===== src/ompf_pkg.sv =====
package ompf_pkg;
  // Register byte offsets
  localparam logic [7:0] OFS_MODE_STATUS = 8'h00;
  localparam logic [7:0] OFS_SYSCTRL = 8'h04;
  localparam logic [7:0] OFS_SYSCTRL_TWO = 8'h08;
  localparam logic [7:0] OFS_BUS_CTRL_LOW = 8'h0c;
  localparam logic [7:0] OFS_AREA_WIDTH = 8'h10;
  localparam logic [7:0] OFS_PORT_DIR = 8'h14;
  localparam logic [7:0] OFS_PIN_ROLE = 8'h18;
  localparam logic [7:0] OFS_ADDR_PROBE = 8'h1c;
  localparam logic [7:0] OFS_DECODE = 8'h20;
  // Field positions and reset values
  localparam int MODE_STATUS_FIXED_BIT = 7;
  localparam int RAM_ENABLE_BIT = 0;
  localparam int FLASH_SEL_BIT = 3;
  localparam int EXT_AREA_BIT = 5;
  localparam logic [7:0] SYSCTRL_RESET = 8'h01;
  localparam logic [7:0] SYSCTRL_TWO_RESET = 8'h00;
  localparam logic [7:0] SYSCTRL_TWO_MASK = 8'h08;
  localparam logic [7:0] BUS_CTRL_LOW_RESET = 8'h00;
  // Address map
  localparam logic [23:0] FLASH_REG_LO = 24'hfffc8;
  localparam logic [23:0] FLASH_REG_HI = 24'hfffcb;
  localparam logic [23:0] RSVD_A_LO = 24'h060000;
  localparam logic [23:0] RSVD_A_HI = 24'h07ffff;
  localparam logic [23:0] RSVD_B_LO = 24'hff7400;
  localparam logic [23:0] RSVD_B_HI = 24'hff7bff;
  localparam logic [23:0] ROM_LO = 24'h000000;
  localparam logic [23:0] ROM_HI = 24'h05ffff;
  localparam logic [23:0] EAE_AREA_LO = 24'h040000;
  localparam logic [23:0] RAM_LO = 24'hff7c00;
  localparam logic [23:0] RAM_HI = 24'hffefbf;
  // Decode targets
  localparam logic [2:0] DEC_EXTERNAL = 3'h0;
  localparam logic [2:0] DEC_ROM = 3'h1;
  localparam logic [2:0] DEC_RAM = 3'h2;
  localparam logic [2:0] DEC_FLASH_REG = 3'h3;
  localparam logic [2:0] DEC_RESERVED = 3'h4;
  localparam logic [2:0] DEC_NONE = 3'h5;
  // Pin roles
  localparam logic [1:0] ROLE_PORT = 2'h0;
  localparam logic [1:0] ROLE_ADDR = 2'h1;
  localparam logic [1:0] ROLE_DATA = 2'h2;
  localparam logic [1:0] ROLE_CTRL = 2'h3;
  typedef enum logic [1:0] {
    OMPF_AX_IDLE = 2'b00,
    OMPF_AX_RESP = 2'b01
  } ompf_axstate_t;
endpackage


===== src/ompf_mode_decode.sv =====
`timescale 1ns/10ps
`default_nettype none
module ompf_mode_decode
  import ompf_pkg::*;
(
  input wire logic [3:0] modeNum,
  output logic expanded,
  output logic romEnable,
  output logic flashProg,
  output logic bootMode,
  output logic userMode,
  output logic addrFromReset,
  output logic initWide,
  output logic legalMode
);
  always_comb
  begin
    expanded = 1'b0;
    romEnable = 1'b1;
    flashProg = 1'b0;
    bootMode = 1'b0;
    userMode = 1'b0;
    addrFromReset = 1'b0;
    initWide = 1'b0;
    legalMode = 1'b1;
    unique case (modeNum)
      4'd4:
      begin
        expanded = 1'b1;
        romEnable = 1'b0;
        addrFromReset = 1'b1;
        initWide = 1'b1;
      end
      4'd5:
      begin
        expanded = 1'b1;
        romEnable = 1'b0;
        addrFromReset = 1'b1;
      end
      4'd6: expanded = 1'b1;
      4'd7: expanded = 1'b0;
      4'd10, 4'd14:
      begin
        expanded = 1'b1;
        flashProg = 1'b1;
        bootMode = (modeNum == 4'd10);
        userMode = (modeNum == 4'd14);
      end
      4'd11, 4'd15:
      begin
        flashProg = 1'b1;
        bootMode = (modeNum == 4'd11);
        userMode = (modeNum == 4'd15);
      end
      default: legalMode = 1'b0; // Unsupported codes act single-chip
    endcase
  end
endmodule
`default_nettype wire


===== src/ompf_top.sv =====
// Operation
// - Flash select bit set maps flash registers at FFFC8 to FFFCB.
// - Low three flash-select register bits read zero, ignore writes.
// - Modes four, five: ROM off, B-C and low five A bits address, D data, F control.
// - Mode four starts 16-bit; 8-bit only when all areas 8-bit.
// - Modes five, six start 8-bit; any 16-bit area widens, E data.
// - Mode six: ROM on, A-C inputs until direction bit set.
// - Mode seven: ROM on, no external space, all ports general.
// - Modes ten, fourteen: expanded ROM-on plus flash programming.
// - Modes eleven, fifteen: single-chip plus flash programming.
// - Ten, eleven are boot modes; fourteen, fifteen user program.
// - Port roles follow mode with per-mode reset defaults.
// - Port F gives control/clock or port function by mode.
// - Decode 16-megabyte space in eight areas.
// - External-area bit routes region external in expanded modes, else on-chip ROM.
// - RAM enable cleared routes RAM range external in expanded modes, to none in single-chip modes.
// - Mode number is binary of write-enable and three mode pins.
// - Mode status bits latch pins on register read; reset releases.
//
// Register access over AXI4-Lite and the placing of the registers are this design's own decisions.
`timescale 1ns/10ps
`default_nettype none
module ompf_top
  import ompf_pkg::*;
#(
  parameter int AREAS = 8
)
(
  input wire logic clk,
  input wire logic rst_b,
  input wire logic [2:0] modeSelectPins,
  input wire logic flashWriteEnablePin,
  input wire logic [7:0] s_axi_awaddr,
  input wire logic s_axi_awvalid,
  output logic s_axi_awready,
  input wire logic [31:0] s_axi_wdata,
  input wire logic [3:0] s_axi_wstrb,
  input wire logic s_axi_wvalid,
  output logic s_axi_wready,
  output logic [1:0] s_axi_bresp,
  output logic s_axi_bvalid,
  input wire logic s_axi_bready,
  input wire logic [7:0] s_axi_araddr,
  input wire logic s_axi_arvalid,
  output logic s_axi_arready,
  output logic [31:0] s_axi_rdata,
  output logic [1:0] s_axi_rresp,
  output logic s_axi_rvalid,
  input wire logic s_axi_rready,
  output logic [3:0] activeMode,
  output logic romEnabled,
  output logic flashProgAllowed,
  output logic flashBootMode,
  output logic flashUserMode,
  output logic busWide,
  output logic [7:0] portAAddrEn,
  output logic [7:0] portBAddrEn,
  output logic [7:0] portCAddrEn,
  output logic portDDataEn,
  output logic portEDataEn,
  output logic [7:0] portFCtrlEn,
  output logic flashRegsMapped
);
  ////////////////////////////////////////////////////////////////////////
  // Pin synchronisers
  logic [3:0] pinMeta_reg;
  logic [3:0] pinSync_reg;
  always_ff @(posedge clk)
  begin
    if (!rst_b)
    begin
      pinMeta_reg <= 4'h0;
      pinSync_reg <= 4'h0;
    end
    else
    begin
      pinMeta_reg <= {flashWriteEnablePin, modeSelectPins};
      pinSync_reg <= pinMeta_reg;
    end
  end

  ////////////////////////////////////////////////////////////////////////
  // Mode capture after reset release
  logic [3:0] mode_reg;
  logic [1:0] settle_reg;
  logic modeValid_reg;
  always_ff @(posedge clk)
  begin
    if (!rst_b)
    begin
      settle_reg <= 2'h0;
      modeValid_reg <= 1'b0;
      mode_reg <= 4'h7;
    end
    else if (!modeValid_reg)
    begin
      settle_reg <= settle_reg + 2'h1;
      if (settle_reg == 2'h2)
      begin
        mode_reg <= pinSync_reg;
        modeValid_reg <= 1'b1;
      end
    end
  end

  // One-cycle strobe once the captured mode has been decoded
  logic modeFresh_reg;
  always_ff @(posedge clk)
  begin
    if (!rst_b)
      modeFresh_reg <= 1'b0;
    else
      modeFresh_reg <= !modeValid_reg && (settle_reg == 2'h2);
  end

  logic expanded, romEn, flashProg, bootMode, userMode;
  logic addrFromReset, initWide, legalMode;
  ompf_mode_decode uDecode (
    .modeNum(mode_reg),
    .expanded(expanded),
    .romEnable(romEn),
    .flashProg(flashProg),
    .bootMode(bootMode),
    .userMode(userMode),
    .addrFromReset(addrFromReset),
    .initWide(initWide),
    .legalMode(legalMode)
  );

  ////////////////////////////////////////////////////////////////////////
  // Register bus
  logic [7:0] sysCtrl_reg;
  logic [7:0] sysCtrlTwo_reg;
  logic [7:0] busCtrlLow_reg;
  logic [AREAS-1:0] areaWide_reg;
  logic [23:0] portDir_reg;
  logic [23:0] probeAddr_reg;
  logic [7:0] awAddr_reg;
  logic awHeld_reg;
  logic [31:0] wData_reg;
  logic [3:0] wStrb_reg;
  logic wHeld_reg;
  ompf_axstate_t rdState_reg;
  logic [31:0] rData_reg;
  logic [1:0] rResp_reg;
  logic [1:0] bResp_reg;
  logic bValid_reg;
  logic doWrite;
  logic [1:0] rdDecode;

  assign s_axi_awready = !awHeld_reg && !bValid_reg;
  assign s_axi_wready = !wHeld_reg && !bValid_reg;
  assign doWrite = awHeld_reg && wHeld_reg && !bValid_reg;
  assign s_axi_bvalid = bValid_reg;
  assign s_axi_bresp = bResp_reg;
  assign s_axi_arready = (rdState_reg == OMPF_AX_IDLE);
  assign s_axi_rvalid = (rdState_reg == OMPF_AX_RESP);
  assign s_axi_rdata = rData_reg;
  assign s_axi_rresp = rResp_reg;

  function automatic logic known(input logic [7:0] a);
    known = (a == OFS_MODE_STATUS) || (a == OFS_SYSCTRL)
      || (a == OFS_SYSCTRL_TWO) || (a == OFS_BUS_CTRL_LOW)
      || (a == OFS_AREA_WIDTH) || (a == OFS_PORT_DIR)
      || (a == OFS_PIN_ROLE) || (a == OFS_ADDR_PROBE)
      || (a == OFS_DECODE);
  endfunction

  function automatic logic [7:0] merge8(input logic [7:0] old,
    input logic [31:0] d, input logic [3:0] s);
    merge8 = s[0] ? d[7:0] : old;
  endfunction

  always_ff @(posedge clk)
  begin
    if (!rst_b)
    begin
      awHeld_reg <= 1'b0;
      wHeld_reg <= 1'b0;
      awAddr_reg <= 8'h00;
      wData_reg <= 32'h00000000;
      wStrb_reg <= 4'h0;
      bValid_reg <= 1'b0;
      bResp_reg <= 2'h0;
    end
    else
    begin
      if (s_axi_awvalid && s_axi_awready)
      begin
        awHeld_reg <= 1'b1;
        awAddr_reg <= s_axi_awaddr;
      end
      if (s_axi_wvalid && s_axi_wready)
      begin
        wHeld_reg <= 1'b1;
        wData_reg <= s_axi_wdata;
        wStrb_reg <= s_axi_wstrb;
      end
      if (doWrite)
      begin
        awHeld_reg <= 1'b0;
        wHeld_reg <= 1'b0;
        bValid_reg <= 1'b1;
        bResp_reg <= known(awAddr_reg) ? 2'h0 : 2'h2;
      end
      else if (bValid_reg && s_axi_bready)
        bValid_reg <= 1'b0;
    end
  end

  // Software registers
  always_ff @(posedge clk)
  begin
    if (!rst_b)
    begin
      sysCtrl_reg <= SYSCTRL_RESET;
      sysCtrlTwo_reg <= SYSCTRL_TWO_RESET;
      busCtrlLow_reg <= BUS_CTRL_LOW_RESET;
      areaWide_reg <= '0;
      portDir_reg <= 24'h000000;
      probeAddr_reg <= 24'h000000;
    end
    else if (!modeValid_reg || modeFresh_reg)
      areaWide_reg <= {AREAS{initWide}};
    else if (doWrite)
    begin
      unique case (awAddr_reg)
        OFS_SYSCTRL: sysCtrl_reg <= merge8(sysCtrl_reg, wData_reg,
          wStrb_reg) & 8'hbf;
        OFS_SYSCTRL_TWO: sysCtrlTwo_reg <= merge8(sysCtrlTwo_reg,
          wData_reg, wStrb_reg) & SYSCTRL_TWO_MASK;
        OFS_BUS_CTRL_LOW: busCtrlLow_reg <= merge8(busCtrlLow_reg,
          wData_reg, wStrb_reg);
        OFS_AREA_WIDTH: areaWide_reg <= AREAS'(merge8(8'(areaWide_reg),
          wData_reg, wStrb_reg));
        OFS_PORT_DIR:
        begin
          for (int i = 0; i < 3; i++)
            if (wStrb_reg[i])
              portDir_reg[i*8 +: 8] <= wData_reg[i*8 +: 8];
        end
        OFS_ADDR_PROBE:
        begin
          for (int i = 0; i < 3; i++)
            if (wStrb_reg[i])
              probeAddr_reg[i*8 +: 8] <= wData_reg[i*8 +: 8];
        end
        default: ;
      endcase
    end
  end

  ////////////////////////////////////////////////////////////////////////
  // Address decode
  logic [2:0] decodeTarget;
  function automatic logic inRange(input logic [23:0] a,
    input logic [23:0] lo, input logic [23:0] hi);
    inRange = (a >= lo) && (a <= hi);
  endfunction

  always_comb
  begin
    decodeTarget = DEC_EXTERNAL;
    if (sysCtrlTwo_reg[FLASH_SEL_BIT]
      && inRange(probeAddr_reg, FLASH_REG_LO, FLASH_REG_HI))
      decodeTarget = DEC_FLASH_REG;
    else if (inRange(probeAddr_reg, RSVD_A_LO, RSVD_A_HI)
      || inRange(probeAddr_reg, RSVD_B_LO, RSVD_B_HI))
      decodeTarget = DEC_RESERVED;
    else if (inRange(probeAddr_reg, RAM_LO, RAM_HI))
      decodeTarget = sysCtrl_reg[RAM_ENABLE_BIT] ? DEC_RAM
        : (expanded ? DEC_EXTERNAL : DEC_NONE);
    else if (romEn && inRange(probeAddr_reg, ROM_LO, ROM_HI))
      decodeTarget = (expanded && busCtrlLow_reg[EXT_AREA_BIT]
        && probeAddr_reg >= EAE_AREA_LO) ? DEC_EXTERNAL : DEC_ROM;
    else if (!expanded)
      decodeTarget = DEC_NONE;
  end

  ////////////////////////////////////////////////////////////////////////
  // Pin roles and bus width
  logic [2:0] probeArea;
  assign probeArea = probeAddr_reg[23:21];
  assign busWide = expanded && (|areaWide_reg);
  assign romEnabled = romEn;
  assign flashProgAllowed = flashProg;
  assign flashBootMode = bootMode;
  assign flashUserMode = userMode;
  assign activeMode = mode_reg;
  assign flashRegsMapped = sysCtrlTwo_reg[FLASH_SEL_BIT];

  always_comb
  begin
    portAAddrEn = 8'h00;
    portBAddrEn = 8'h00;
    portCAddrEn = 8'h00;
    portDDataEn = 1'b0;
    portEDataEn = 1'b0;
    portFCtrlEn = 8'h00;
    if (modeValid_reg && expanded)
    begin
      if (addrFromReset)
      begin
        portAAddrEn = {portDir_reg[7:5], 5'h1f};
        portBAddrEn = 8'hff;
        portCAddrEn = 8'hff;
      end
      else
      begin
        portAAddrEn = portDir_reg[7:0];
        portBAddrEn = portDir_reg[15:8];
        portCAddrEn = portDir_reg[23:16];
      end
      portDDataEn = 1'b1;
      portEDataEn = busWide;
      portFCtrlEn = {1'b1, 1'b0, 2'b11,
        !sysCtrl_reg[2], 3'b111};
    end
    else if (modeValid_reg)
      portFCtrlEn = 8'h00;
  end

  ////////////////////////////////////////////////////////////////////////
  // Read channel
  always_comb
  begin
    rdDecode = 2'h0;
    if (!known(s_axi_araddr))
      rdDecode = 2'h2;
  end

  always_ff @(posedge clk)
  begin
    if (!rst_b)
    begin
      rdState_reg <= OMPF_AX_IDLE;
      rData_reg <= 32'h00000000;
      rResp_reg <= 2'h0;
    end
    else
    begin
      unique case (rdState_reg)
        OMPF_AX_IDLE:
        if (s_axi_arvalid)
        begin
          rdState_reg <= OMPF_AX_RESP;
          rResp_reg <= rdDecode;
          rData_reg <= 32'h00000000;
          unique case (s_axi_araddr)
            OFS_MODE_STATUS: rData_reg <= {24'h0, 1'b1, 4'h0,
              pinSync_reg[2:0]};
            OFS_SYSCTRL: rData_reg <= {24'h0, sysCtrl_reg};
            OFS_SYSCTRL_TWO: rData_reg <= {24'h0,
              sysCtrlTwo_reg & SYSCTRL_TWO_MASK};
            OFS_BUS_CTRL_LOW: rData_reg <= {24'h0, busCtrlLow_reg};
            OFS_AREA_WIDTH: rData_reg <= 32'(areaWide_reg);
            OFS_PORT_DIR: rData_reg <= {8'h0, portDir_reg};
            OFS_PIN_ROLE: rData_reg <= {8'h0, flashUserMode,
              flashBootMode, flashProgAllowed, legalMode, busWide,
              romEnabled, expanded, modeValid_reg, 8'h0, 4'h0,
              mode_reg};
            OFS_ADDR_PROBE: rData_reg <= {8'h0, probeAddr_reg};
            OFS_DECODE: rData_reg <= {24'h0, 2'h0, probeArea,
              decodeTarget};
            default: rData_reg <= 32'h00000000;
          endcase
        end
        OMPF_AX_RESP:
        if (s_axi_rready)
          rdState_reg <= OMPF_AX_IDLE;
      endcase
    end
  end
endmodule
`default_nettype wire


===== config.mk =====
export PLATFORM = sky130hd
export DESIGN_NAME = ompf_top
export DESIGN_NICKNAME = d
export VERILOG_FILES = /design/src/ompf_pkg.sv /design/src/ompf_mode_decode.sv /design/src/ompf_top.sv
export SDC_FILE = /design/constraint.sdc
export NUM_CORES = 1
export LEC_CHECK = 0
export ABC_AREA = 1
export BUFFER_PORTS_ARGS = -buffer_cell sky130_fd_sc_hd__buf_2
export CAP_MARGIN = 20
export CORE_MARGIN = 5
export CORE_UTILIZATION = 45
export CTS_BUF_LIST = sky130_fd_sc_hd__clkbuf_4 sky130_fd_sc_hd__clkbuf_8
export DETAILED_ROUTE_END_ITERATION = 10
export PLACE_DENSITY = 0.79
export SKIP_LAST_GASP = 1
export SLEW_MARGIN = 25
export SYNTH_ARGS = -nofsm -noshare
export SYNTH_HDL_FRONTEND = slang
export SYNTH_SLANG_ARGS = --single-unit

===== constraint.sdc =====
create_clock -name clk -period 2.65 [get_ports clk]
set_clock_uncertainty 0.2 [all_clocks]
set_input_delay 0.1325 -clock clk [delete_from_list [all_inputs] [get_ports clk]]
set_output_delay 0.1325 -clock clk [all_outputs]
set_load 0.05 [all_outputs]

==> impl_metrics.json <==
{
  "ant_nets": 0,
  "synth_top_cell_by_area": "dfxtp_1",
  "core-area_um2": 15200,
  "syn_avg_cell_area_um2": 7.15,
  "met1_usage": 0.307,
  "dr.pass1.iters": 5,
  "hp-class": "in -> reg",
  "gr-usage-met3": 0.0451,
  "synth.top_cell.area_share": 0.438,
  "maxSlewViolCount": 0,
  "hold_path_depth": 3,
  "crit_chain": "nand2_1, nand2_1, nand2_1, nor2_4, inv_4, a21oi_4, buf_2",
  "antenna_found_initial": 0,
  "numPortBuffers": 127,
  "synth-edff-count": 0,
  "yosys_register_bits": 153,
  "grt-ovfl-total": 0,
  "drc": 0,
  "routedWlPerCell_um": 15.5,
  "r2r_slack_ns": 0.43,
  "clk_pin_slew_worst_paths_ns": 0.08,
  "cts_sinks": 153,
  "dpl.hpwl_um": 15000,
  "finalSetupViolCount": 0,
  "synth.distinct_cells": 40,
  "maxCapViolations": 0,
  "postCtsSetupRepairBufs": 0,
  "die_width_um": 135,
  "met2_usage": 0.363,
  "yosys-top-cells-count": "nand2_1, dfxtp_1, nor2_1",
  "clkLatencyLatePin_ns": 0.46,
  "yosys_warnings": 0,
  "finalCritPeriodShare": 0.934,
  "synthFlopType": "dfxtp_1",
  "ios": 148,
  "synth_most_common_cell": "nand2_1",
  "grt_pass1_wl_um": 33400,
  "reg2reg_from": "modeValid_reg",
  "seq_area_frac_synth": 0.438,
  "max_freq_mhz": 404,
  "p_leak_nw": 3.71,
  "die_h_um": 135,
  "cts_buffer_depth": 2,
  "clockRootBuffer": "clkbuf_8",
  "drive_gt1_frac": 0.202,
  "cts_tree": "yes",
  "grt_setup_unrepaired": "no",
  "worst_pin_slew_ns": 0.787,
  "cp.arrival_ns": 2.14,
  "n_antenna_cell": 0,
  "crit_top_cell": "nand2_1",
  "grtUsageTotal": 0.230,
  "outcome": "finished clean",
  "min_period_ns": 2.47,
  "grt_start_max_net_pins": 86,
  "crit_start": "activeMode[1]",
  "cpMaxStageDelayCell": "dfxtp_2",
  "grt-busiest-layer": "met2",
  "vdd.ir_drop.worst_mv": 0.348,
  "gp_congestion": 0.963,
  "finalHoldViolCount": 0,
  "rows": 45,
  "first_global_vias": 6566,
  "crit_fanout": 22,
  "layout-area-overhead-vs-synth_pct": 26.1,
  "cp.required_ns": 2.32,
  "ys_async_sr_fraction": 0,
  "cts_made_buffers": 17,
  "vias_per_cell": 5.34,
  "yosys-top-cells-area": "dfxtp_1, nand2_1, a21oi_1",
  "critPathKind": "reg -> out",
  "max_slew_margin": 0.475,
  "p_per_area_nw_per_um2": 639,
  "critical_path.max_stage_delay_ns": 0.40,
  "start_util": 0.460,
  "route.vias.total": 7147,
  "power.total_mw": 5.63,
  "fin_nets": 1201,
  "startpoint_type": "flop",
  "hp-start": "s_axi_awvalid",
  "dieArea_um2": 18100,
  "wl_um": 20700,
  "initialDrtViolationCount": 819,
  "end_kind": "primary output",
  "syn_area_um2": 6990,
  "final_util": 0.580,
  "syn_inst": 978,
  "ff2ff_path_depth": 6,
  "h-tree-depth": 4
}
power by group:
group	internal [mW]	switching (mW)	total (mW)	leakage, nW
logic	0.312	0.860	1.17	2.25
registers	2.42	0.0933	2.52	1.25
clock network	1.04	0.897	1.94	0.217
total	3.78	1.85	5.63	3.71
routing by layer:
| layer | routed length [µm] | part of all wire |
|---|---|---|
| met1 | 9100 | 0.44 |
| met5 | 0 | 0 |
| met3 | 1770 | 0.085 |
| met4 | 562 | 0.027 |
| met2 | 9320 | 0.45 |
cell usage in the layout, fill, tap and decap left out, types with 8 or more instances in the layout:
| cell | instances |
|---|---|
| a211oi_1 | 14 |
| a211oi_2 | 10 |
| a21oi_1 | 94 |
| a21oi_4 | 15 |
| buf_2 | 127 |
| buf_4 | 13 |
| clkbuf_8 | 17 |
| conb_1 | 11 |
| dfxtp_1 | 152 |
| dlygate4sd3_1 | 49 |
| inv_1 | 117 |
| inv_2 | 8 |
| nand2_1 | 161 |
| nand3_1 | 24 |
| nand4_1 | 8 |
| nor2_1 | 120 |
| nor2_2 | 9 |
| nor3_1 | 10 |
| o21ai_0 | 110 |
| o22ai_1 | 14 |
cell type report:
class / instances / area [µm²]
fillers: 1408 / 6390
well taps: 188 / 235
multi-input cells: 648 / 3370
clock buffers: 18 / 241
clock inverters: 14 / 198
repair buffers: 189 / 1220
flip-flops and latches: 153 / 3060
inverters: 128 / 484
cells by family after synthesis:
group | synth area share
AO/OA/AOI/OAI | 0.237
other | 0.000536
flip-flops | 0.438
buffers and inverters | 0.114
AND/OR/NAND/NOR | 0.208
adder cells (fa/ha/maj) | 0.00179
path summary, 6_finish.rpt:
kind / end
hold reg to reg: pinSync_reg[0]
setup / recovery: portBAddrEn[1]
setup reg to reg: portDir_reg[14]
hold / removal: awHeld_reg
through the flow:
| stage | worst slack, ns | hold slack (ns) | instances | instance area [µm²] | setup TNS [ns] |
|---|---|---|---|---|---|
| floorplan | -0.0504 | 0.0301 | 988 | 7240 | -0.201 |
| global placement | 0.488 | 0.119 | 1257 | 7880 | 0 |
| detailed placement | 0.432 | 0.120 | 1257 | 7880 | 0 |
| CTS | 0.183 | 0.00119 | 1338 | 8810 | 0 |
| global route | 0.0434 | 0.0628 | 1338 | 8810 | 0 |
| finish | 0.176 | 0.0215 | 1338 | 8810 | 0 |
worst max-delay path, delay by kind of cell, from the launching register on:
family	cells	cell delay, ns
buffers and inverters	2	0.50
AND/OR/NAND/NOR	4	0.60
AO/OA/AOI/OAI	1	0.18
flip-flops	1	0.40
repair_timing:
action / in CTS / in global routing
endpoints found under the setup margin: 22 / 0
resized for setup: 1 / 0
hold buffers: 49 / 0
endpoints found under the hold margin: 45 / 0
No activity file was read; power rests on OpenSTA's default activity.
